==> src/rsq_pkg.sv <==
// Notes on behaviour
// (RQ1) enabled pin held low past minimum resets
// (RQ2) after pin release, stretch then run
// (RQ3) fuses choose the stretch period length
// (RQ4) level fuse 111 disables undervoltage detection
// (RQ5) undervoltage holds reset, releases after stretch
// (RQ6) undervoltage shorter than minimum time ignored
// (RQ7) watchdog time-out gives one-cycle reset pulse
// (RQ8) stretch starts as watchdog pulse ends
// (RQ9) cause register at 0x34 and 0x54
// (RQ10) upper four cause bits read zero
// (RQ11) watchdog flag set by watchdog, write-zero clears
// (RQ12) undervoltage flag set by undervoltage, write-zero clears
// (RQ13) pin flag set by pin reset
// (RQ14) powerup flag cleared only by software
// (RQ15) software reads then clears flags early
// (RQ16) reference on for detector, comparator or converter
// (RQ17) hold reset below powerup threshold, then stretch
// (RQ18) set beats simultaneous software clear
package rsq_pkg;

    localparam int unsigned CLK_PERIOD_NS    = 25;
    localparam int unsigned PIN_MIN_NS       = 900;
    localparam int unsigned PIN_MIN_CYC      = (PIN_MIN_NS + CLK_PERIOD_NS - 1) / CLK_PERIOD_NS;
    localparam int unsigned UV_MIN_NS        = 2000;
    localparam int unsigned UV_MIN_CYC       = (UV_MIN_NS + CLK_PERIOD_NS - 1) / CLK_PERIOD_NS;
    localparam int unsigned STRETCH_MIN_NS   = 150;
    localparam int unsigned STRETCH_MIN_CYC  =
        (STRETCH_MIN_NS + CLK_PERIOD_NS - 1) / CLK_PERIOD_NS;
    localparam int unsigned STRETCH_SHORT_NS = 4100000;
    localparam int unsigned STRETCH_SHORT_CYC =
        (STRETCH_SHORT_NS + CLK_PERIOD_NS - 1) / CLK_PERIOD_NS;
    localparam int unsigned STRETCH_LONG_NS  = 65000000;
    localparam int unsigned STRETCH_LONG_CYC =
        (STRETCH_LONG_NS + CLK_PERIOD_NS - 1) / CLK_PERIOD_NS;

    localparam int unsigned STRETCH_W = 22;
    localparam int unsigned FILT_W    = 8;
    localparam int unsigned ADDR_W    = 8;
    localparam int unsigned DATA_W    = 8;
    localparam int unsigned FLAG_W    = 4;

    localparam logic [STRETCH_W-1:0] STRETCH_ONE = 22'h000001;
    localparam logic [STRETCH_W-1:0] STRETCH_ZERO = 22'h000000;

    localparam logic [ADDR_W-1:0] CAUSE_IO_ADDR   = 8'h34;
    localparam logic [ADDR_W-1:0] CAUSE_DATA_ADDR = 8'h54;
    localparam logic [ADDR_W-1:0] IRQ_STATUS_ADDR = 8'h35;
    localparam logic [ADDR_W-1:0] IRQ_CLEAR_ADDR  = 8'h36;
    localparam logic [ADDR_W-1:0] IRQ_ENABLE_ADDR = 8'h37;

    localparam int unsigned FLAG_POWERUP = 0;
    localparam int unsigned FLAG_PIN     = 1;
    localparam int unsigned FLAG_UV      = 2;
    localparam int unsigned FLAG_WDOG    = 3;

    localparam logic [FLAG_W-1:0] CAUSE_RESET  = 4'h1;
    localparam logic [FLAG_W-1:0] IRQ_RESET    = 4'h0;
    localparam logic [2:0]        UV_OFF_CODE  = 3'h7;
    localparam logic [1:0]        SUT_MIN_CODE = 2'h0;
    localparam logic [1:0]        SUT_SHORT_CODE = 2'h1;
    localparam logic [3:0]        CLOCK_SELECT_FUSE_EXT_CODE = 4'h0;

    typedef struct packed {
        logic [2:0] undervoltageLevelFuse;
        logic [1:0] startupTimeFuse;
        logic [3:0] clockSelectFuse;
    } rsq_fuse_s;

    typedef enum logic [3:0] {
        ST_RUN     = 4'h1,
        ST_HOLD    = 4'h2,
        ST_WDOG    = 4'h4,
        ST_STRETCH = 4'h8
    } rsq_state_e;

    function automatic logic isCauseAddr(input logic [ADDR_W-1:0] a);
        return (a == CAUSE_IO_ADDR) || (a == CAUSE_DATA_ADDR);
    endfunction : isCauseAddr

endpackage : rsq_pkg

==> src/rsq_level_filter.sv <==
`timescale 1ns/1ps
module rsq_level_filter import rsq_pkg::*; #(
    parameter int unsigned HOLD_CYC = 2,
    parameter logic        ACT_LVL  = 1'b1
) (
    // clock and control
    input  wire logic ref_clk,
    input  wire logic rstn,
    input  wire logic clkEn,
    // raw level from outside the clock domain
    input  wire logic rawIn,
    // qualified level
    output logic      level
);

    localparam logic [FILT_W-1:0] LAST = FILT_W'(HOLD_CYC - 1);

    logic              syncA;
    logic              syncB;
    logic [FILT_W-1:0] runCnt;
    logic [FILT_W-1:0] next_runCnt;
    logic              next_level;
    logic              active;

    assign active = (syncB == ACT_LVL);

    // glitches shorter than the hold time never reach level
    always_comb begin
        next_runCnt = runCnt;
        next_level  = level;
        if (!active) begin
            next_runCnt = '0;
            next_level  = 1'b0;
        end else if (runCnt == LAST) begin
            next_level = 1'b1; // RQ6
        end else begin
            next_runCnt = runCnt + 8'h01;
        end
    end

    always_ff @(posedge ref_clk or negedge rstn) begin
        if (!rstn) begin
            syncA  <= ~ACT_LVL;
            syncB  <= ~ACT_LVL;
            runCnt <= '0;
            level  <= 1'b0;
        end else if (clkEn) begin
            syncA  <= rawIn;
            syncB  <= syncA;
            runCnt <= next_runCnt;
            level  <= next_level;
        end
    end
endmodule : rsq_level_filter

==> src/rsq_reset_sequencer.sv <==
`timescale 1ns/1ps
module rsq_reset_sequencer import rsq_pkg::*; #(
    parameter int unsigned STRETCH_SHORT_CYCLES = STRETCH_SHORT_CYC,
    parameter int unsigned STRETCH_LONG_CYCLES  = STRETCH_LONG_CYC
) (
    // clock, powerup reset, enable
    input  wire logic              ref_clk,
    input  wire logic              rstn,
    input  wire logic              clkEn,
    // fuses
    input  wire rsq_fuse_s         fuses,
    // reset sources
    input  wire logic              resetPinN,
    input  wire logic              pinResetEnable,
    input  wire logic              undervoltageBelow,
    input  wire logic              watchdogTimeout,
    // reference consumers
    input  wire logic              comparatorRefSelect,
    input  wire logic              adcEnable,
    // register port
    input  wire logic [ADDR_W-1:0] regAddr,
    input  wire logic [DATA_W-1:0] regWdata,
    input  wire logic              regWr,
    input  wire logic              regRd,
    output logic      [DATA_W-1:0] regRdata,
    // results
    output logic                   coreResetN,
    output logic                   watchdogResetPulse,
    output logic                   refEnable,
    output logic                   irq
);

    rsq_state_e            state;
    rsq_state_e            next_state;
    logic [STRETCH_W-1:0]  stretchCnt;
    logic [STRETCH_W-1:0]  next_stretchCnt;
    logic [STRETCH_W-1:0]  stretchTarget;
    logic [STRETCH_W-1:0]  stretchLast;
    logic [FLAG_W-1:0]     causeFlags;
    logic [FLAG_W-1:0]     next_causeFlags;
    logic [FLAG_W-1:0]     causeSet;
    logic [FLAG_W-1:0]     irqStatus;
    logic [FLAG_W-1:0]     next_irqStatus;
    logic [FLAG_W-1:0]     irqEnable;
    logic [FLAG_W-1:0]     next_irqEnable;
    logic [FLAG_W-1:0]     irqEvents;
    logic [DATA_W-1:0]     next_regRdata;
    logic                  next_irq;
    logic                  next_refEnable;
    logic                  pinLow;
    logic                  uvLow;
    logic                  uvEnabled;
    logic                  pinRst;
    logic                  uvRst;
    logic                  srcActive;
    logic                  wdtEvent;
    logic                  refNeed;
    logic                  causeWr;
    logic                  porClearReq;

    // pin qualified by minimum low width; async pin level is synchronised inside
    rsq_level_filter #(
        .HOLD_CYC (PIN_MIN_CYC),
        .ACT_LVL  (1'b0)
    ) u_pin_filter (
        .ref_clk (ref_clk),
        .rstn    (rstn),
        .clkEn   (clkEn),
        .rawIn   (resetPinN),
        .level   (pinLow)
    );

    rsq_level_filter #(
        .HOLD_CYC (UV_MIN_CYC),
        .ACT_LVL  (1'b1)
    ) u_uv_filter (
        .ref_clk (ref_clk),
        .rstn    (rstn),
        .clkEn   (clkEn),
        .rawIn   (undervoltageBelow),
        .level   (uvLow)
    );

    assign uvEnabled = (fuses.undervoltageLevelFuse != UV_OFF_CODE); // RQ4
    assign pinRst    = pinResetEnable && pinLow; // RQ1
    assign uvRst     = uvEnabled && uvLow; // RQ5
    assign srcActive = pinRst || uvRst;
    // a watchdog time-out only counts while the core is running
    assign wdtEvent  = watchdogTimeout && (state == ST_RUN);
    assign refNeed   = uvEnabled || comparatorRefSelect || adcEnable;
    assign causeWr   = regWr && isCauseAddr(regAddr); // RQ9
    assign porClearReq = causeWr && !regWdata[FLAG_POWERUP];

    // stretch length from start-up and clock-select fuses
    function automatic logic [STRETCH_W-1:0] stretchSel(input rsq_fuse_s f);
        if (f.startupTimeFuse == SUT_MIN_CODE) begin
            return STRETCH_W'(STRETCH_MIN_CYC);
        end else if ((f.startupTimeFuse == SUT_SHORT_CODE)
                     || (f.clockSelectFuse == CLOCK_SELECT_FUSE_EXT_CODE)) begin
            return STRETCH_W'(STRETCH_SHORT_CYCLES);
        end else begin
            return STRETCH_W'(STRETCH_LONG_CYCLES);
        end
    endfunction : stretchSel

    assign stretchTarget = stretchSel(fuses); // RQ3
    assign stretchLast   = stretchTarget - STRETCH_ONE;

    // sequencer
    always_comb begin
        next_state      = state;
        next_stretchCnt = stretchCnt;
        case (state)
            ST_RUN: begin
                if (srcActive) begin
                    next_state = ST_HOLD; // RQ1
                end else if (wdtEvent) begin
                    next_state = ST_WDOG; // RQ7
                end
            end
            ST_HOLD: begin
                if (!srcActive) begin
                    next_state      = ST_STRETCH; // RQ2
                    next_stretchCnt = STRETCH_ZERO;
                end
            end
            ST_WDOG: begin
                // counting begins as the one-cycle pulse ends
                next_state      = srcActive ? ST_HOLD : ST_STRETCH; // RQ8
                next_stretchCnt = STRETCH_ZERO;
            end
            ST_STRETCH: begin
                if (srcActive) begin
                    next_state = ST_HOLD; // RQ5
                end else if (stretchCnt >= stretchLast) begin
                    next_state = ST_RUN; // RQ2
                end else begin
                    next_stretchCnt = stretchCnt + STRETCH_ONE;
                end
            end
            default: begin
                next_state      = ST_HOLD;
                next_stretchCnt = STRETCH_ZERO;
            end
        endcase
    end

    // powerup reset lands in stretch, so release always waits the full period
    always_ff @(posedge ref_clk or negedge rstn) begin
        if (!rstn) begin
            state      <= ST_STRETCH; // RQ17
            stretchCnt <= STRETCH_ZERO;
        end else if (clkEn) begin
            state      <= next_state;
            stretchCnt <= next_stretchCnt;
        end
    end

    assign coreResetN         = (state == ST_RUN);
    assign watchdogResetPulse = (state == ST_WDOG);

    // flags, interrupt state and read port
    always_comb begin
        causeSet               = '0;
        causeSet[FLAG_PIN]     = pinRst; // RQ13
        causeSet[FLAG_UV]      = uvRst; // RQ12
        causeSet[FLAG_WDOG]    = wdtEvent && !srcActive; // RQ11
        irqEvents              = causeSet & {FLAG_W{state == ST_RUN}};
        irqEvents[FLAG_POWERUP] = (state == ST_STRETCH) && (next_state == ST_RUN);
        next_causeFlags        = causeFlags;
        next_irqStatus         = irqStatus;
        next_irqEnable         = irqEnable;
        for (int i = 0; i < FLAG_W; i++) begin
            // cause write of zero clears, irq clear write of one clears; an event in the same cycle wins
            if (causeWr && !regWdata[i]) begin
                next_causeFlags[i] = 1'b0; // RQ11
            end
            if (regWr && (regAddr == IRQ_CLEAR_ADDR) && regWdata[i]) begin
                next_irqStatus[i] = 1'b0;
            end
            next_causeFlags[i] = next_causeFlags[i] | causeSet[i]; // RQ18
            next_irqStatus[i]  = next_irqStatus[i] | irqEvents[i];
        end
        if (regWr && (regAddr == IRQ_ENABLE_ADDR)) begin
            next_irqEnable = regWdata[FLAG_W-1:0];
        end
        next_regRdata = '0;
        if (regRd) begin
            if (isCauseAddr(regAddr)) begin
                next_regRdata = {4'h0, causeFlags}; // RQ10
            end else if (regAddr == IRQ_STATUS_ADDR) begin
                next_regRdata = {4'h0, irqStatus};
            end else if (regAddr == IRQ_ENABLE_ADDR) begin
                next_regRdata = {4'h0, irqEnable};
            end
        end
        next_irq       = |(next_irqStatus & next_irqEnable);
        next_refEnable = refNeed; // RQ16
    end

    // only the powerup reset touches the cause flags, so bit 0 survives others
    always_ff @(posedge ref_clk or negedge rstn) begin
        if (!rstn) begin
            causeFlags <= CAUSE_RESET; // RQ14
            irqStatus  <= IRQ_RESET;
            irqEnable  <= IRQ_RESET;
            regRdata   <= '0;
            irq        <= 1'b0;
            refEnable  <= 1'b0;
        end else if (clkEn) begin
            causeFlags <= next_causeFlags;
            irqStatus  <= next_irqStatus;
            irqEnable  <= next_irqEnable;
            regRdata   <= next_regRdata;
            irq        <= next_irq;
            refEnable  <= next_refEnable;
        end
    end
endmodule : rsq_reset_sequencer

==> config.mk <==
export PLATFORM = sky130hd
export DESIGN_NAME = rsq_reset_sequencer
export DESIGN_NICKNAME = d
export VERILOG_FILES = /design/src/rsq_pkg.sv /design/src/rsq_level_filter.sv /design/src/rsq_reset_sequencer.sv
export SDC_FILE = /design/constraint.sdc
export NUM_CORES = 1
export LEC_CHECK = 0
export ABC_AREA = 1
export BUFFER_PORTS_ARGS = -buffer_cell sky130_fd_sc_hd__buf_2
export CORE_MARGIN = 2
export CORE_UTILIZATION = 54
export CTS_CLUSTER_DIAMETER = 30
export DETAILED_ROUTE_END_ITERATION = 8
export HOLD_SLACK_MARGIN = 0.06
export PLACE_DENSITY = 0.77
export SYNTH_ARGS = -nofsm -noshare
export SYNTH_HDL_FRONTEND = slang
export SYNTH_HIERARCHICAL = 1
export SYNTH_SLANG_ARGS = --single-unit
export TNS_END_PERCENT = 50
==> constraint.sdc <==
create_clock -name ref_clk -period 1.8 [get_ports ref_clk]
set_input_delay 0.27 -clock ref_clk [delete_from_list [all_inputs] [get_ports ref_clk]]
set_output_delay 0.27 -clock ref_clk [all_outputs]
set_load 0.005 [all_outputs]
==> flow_summary_export.csv <==
group,metric,value,unit
placed_design,numPortBuffers,39,
timing,setup_slack,-401.9,ps
grt,grt_max_degree,51,
synth,ys_seq_elements,66,
grt,overflow,0,
timing,fin_crit_sh,122.3,%
finish,fillers,697,
status,outcome,"finished with violations",
job,max_cap_viol_count,0,
worst_setup_path,cp.arrival,2500,ps
synth,synth_top_area_share,33.85,%
min_path,min_path_type,"input port to flip-flop",
worst_setup_path,crit_type,"input port to flip-flop",
finish,drive_above_1_share,21.10,%
clock_tree,clkLatencyLatePin,350,ps
synth,ys_types,41,
detailed_routing,dr_total_vias,4460,
timing,maxSlewViolCount,0,
grt,grt_pass1_wl,18.73,mm
detailed_routing,drt_first_pass_iters,5,
detailed_routing,wirelength,11.23,mm
detailed_routing,drt-initial-drc-count,278,
pwr,ir_worst_vdd,0.0007918,V
detailed_routing,drc,0,
timing,final_hold_viol_count,0,
floorplan,die_x,96.13,um
synth,synth_warnings,6,
detailed_routing,routed_via_density,5.373,
worst_setup_path,crit_path_start_kind,"input port",
grt,grt.total_usage,26.13,%
timing,max_freq,454.2,MHz
synth,syn_inst,641,
floorplan,core_area,8217,um2
clock_tree,cts_root_buf,"clkbuf_8",
timing,rsz0062_at_grt,"true",
finish,syn2layout_area_growth,18.07,%
worst_setup_path,crit_required,2100,ps
pwr,power.total,3.481,mW
synth,synth_area,4583,um2
synth,synthTopCellsByArea,"dfrtp_1, nand2_1, nand3_1, ha_1, nor2_1",
grt,grt_pass1_vias,4302,
detailed_routing,final_antenna_net_count,0,
detailed_routing,wl_per_cell,13.53,um
floorplan,start_util,55.78,%
clock_tree,cts_tree,"done",
pwr,p_leak,2.680,nW
floorplan,die_h,96.13,um
status,failed_checks,"setup timing",
placed_design,gp_congestion,0.8750,
floorplan,io_pins,48,
grt,antenna_found_initial,0,
finish,nNetsFinal,778,
floorplan,rows,33,
worst_setup_path,rrSetupSlack,-210,ps
synth,yosysSeqAreaShare,36.15,%
timing,worst_clock_skew,12.53,ps
timing,finalCriticalPeriod,2202,ps
timing,tns,-9212,ps
synth,synth.avg_cell_area,7.150,um2
worst_setup_path,critPathCaptureType,"flip-flop",
placed_design,dp_hpwl,8.379,mm
worst_setup_path,crit_fanout,3,
clock_tree,clkTransAtPathRegs,80,ps
finish,diodes,0,
clock_tree,clock_path_buffers,2,
clock_tree,clock_sink_count,66,
synth,yosysTopAreaCell,"dfrtp_1",
pwr,pwr_density_cell,643.2,nW/um2
floorplan,die_area,9240,um2
clock_tree,numCtsBuffers,9,
clock_tree,htree_levels,3,
finish,post-route-util,65.86,%
timing,setup_viol,26,
metal layers:
layer	up-vias	share of wire (%)	GRT usage (%)
met4	0	2.0	10.60
met2	130	49	43.81
li1	2240	-	-
met5	-	0	0
met3	24	6.0	6.421
met1	2066	43	32.15
path summary, 6_finish.rpt:
kind	from	endpoint	cells after the start
max reg2reg	stretchCnt[19]$_DFFE_PN0P_	irq$_DFFE_PN0P_	12
min reg2reg	causeFlags[0]$_DFFE_PN1P_	causeFlags[0]$_DFFE_PN1P_	2
min	resetPinN	u_pin_filter/syncA$_DFFE_PN1P_	3
max	fuses[3]	irq$_DFFE_PN0P_	16
min in group asynchronous	rstn	u_pin_filter/runCnt[7]$_DFFE_PN0P_	2
max in group asynchronous	rstn	causeFlags[0]$_DFFE_PN1P_	3
layout make-up:
type                       instances  area [um2]  area share, %
inverter                          66       255.2          4.717
clock buffer                      11       131.4          2.428
multi-input combinational        501        2695          49.80
timing repair buffer              74       490.5          9.064
tap                              105       131.4          2.428
timing repair inverter             2       20.02         0.3699
clock inverter                     5       31.28         0.5780
sequential                        66        1657          30.61
Yosys cell counts (all sizes together):
library cell	count
inv	66
nor4	1
or2	1
nor2	72
buf	11
dfrtp	62
a21oi	9
clkbuf	4
xnor2	2
nor3b	4
conb	2
ha	22
nand4	13
o211ai	1
a31oi	2
nand2	204
or4	1
o21bai	1
dfstp	4
nor3	14
o21ai	57
o21a	3
nand3	68
a21o	3
xor2	14
metrics by stage:
step                      hold slack, ps  instances  setup slack, ps  area [um2]
final                              124.1        830           -401.9        5411
after floorplan                   -25.59        648           -511.9        4616
after global routing               122.4        830           -473.3        5411
after global placement             235.8        808           -608.5        5080
after CTS                          120.2        829           -309.7        5323
after detailed placement           239.6        808           -700.6        5080
flip-flops by register name, indices dropped and copies added, names as in the netlist, 4 cells and up:
signal               cells
regRdata                 4
irqEnable                4
causeFlags               4
u_uv_filter/runCnt       8
u_pin_filter/runCnt      8
stretchCnt              22
state                    4
irqStatus                4
logic make-up after synthesis:
logic type	Yosys count	share of synthesized area [%]
buf+inv	81	7.808
flops	66	36.15
fa+ha+maj	22	6.006
compound gates	76	9.692
simple gates	378	37.13
other cells	2	0.1639
xor+xnor	16	3.058
power by group:
| group | total (mW) | internal, mW | switching (mW) |
|---|---|---|---|
| Combinational | 0.717 | 0.248 | 0.469 |
| Sequential | 1.69 | 1.59 | 0.0994 |
| Clock | 1.07 | 0.495 | 0.579 |
critical path: stages:
cell	delay, ps
buf_6	90
or4_4	570
nor2_1	110
a21oi_1	50
ha_1	300
nand2_1	70
nor2_1	100
nand2_1	80
nor2_1	140
nand2_1	90
nand3_2	120
buf_4	140
nand4_1	100
nand2_1	100
nand3_1	100
nand2_1	80
cells in the final DEF, fill, tap and decap left out, drive strengths merged:
cell	count
a21o	3
a21oi	9
a31oi	2
buf	73
clkbuf	11
clkinv	4
clkinvlp	1
conb	9
dfrtp	62
dfstp	4
dlygate4sd3	1
ha	22
inv	68
nand2	204
nand3	68
nand4	13
nor2	72
nor3	14
nor3b	4
nor4	1
o211ai	1
o21a	3
o21ai	57
o21bai	1
or2	1
or4	1
xnor2	2
xor2	14
what timing repair did:
item	CTS	global route
cloned	2	0
resized for setup	14	18
endpoints found under the setup margin	26	28
hold buffers	1	0
hold endpoints to repair	14	0
pin swaps	1	6
setup buffers	2	1
Note: power is estimated with default switching activity, not from simulation.
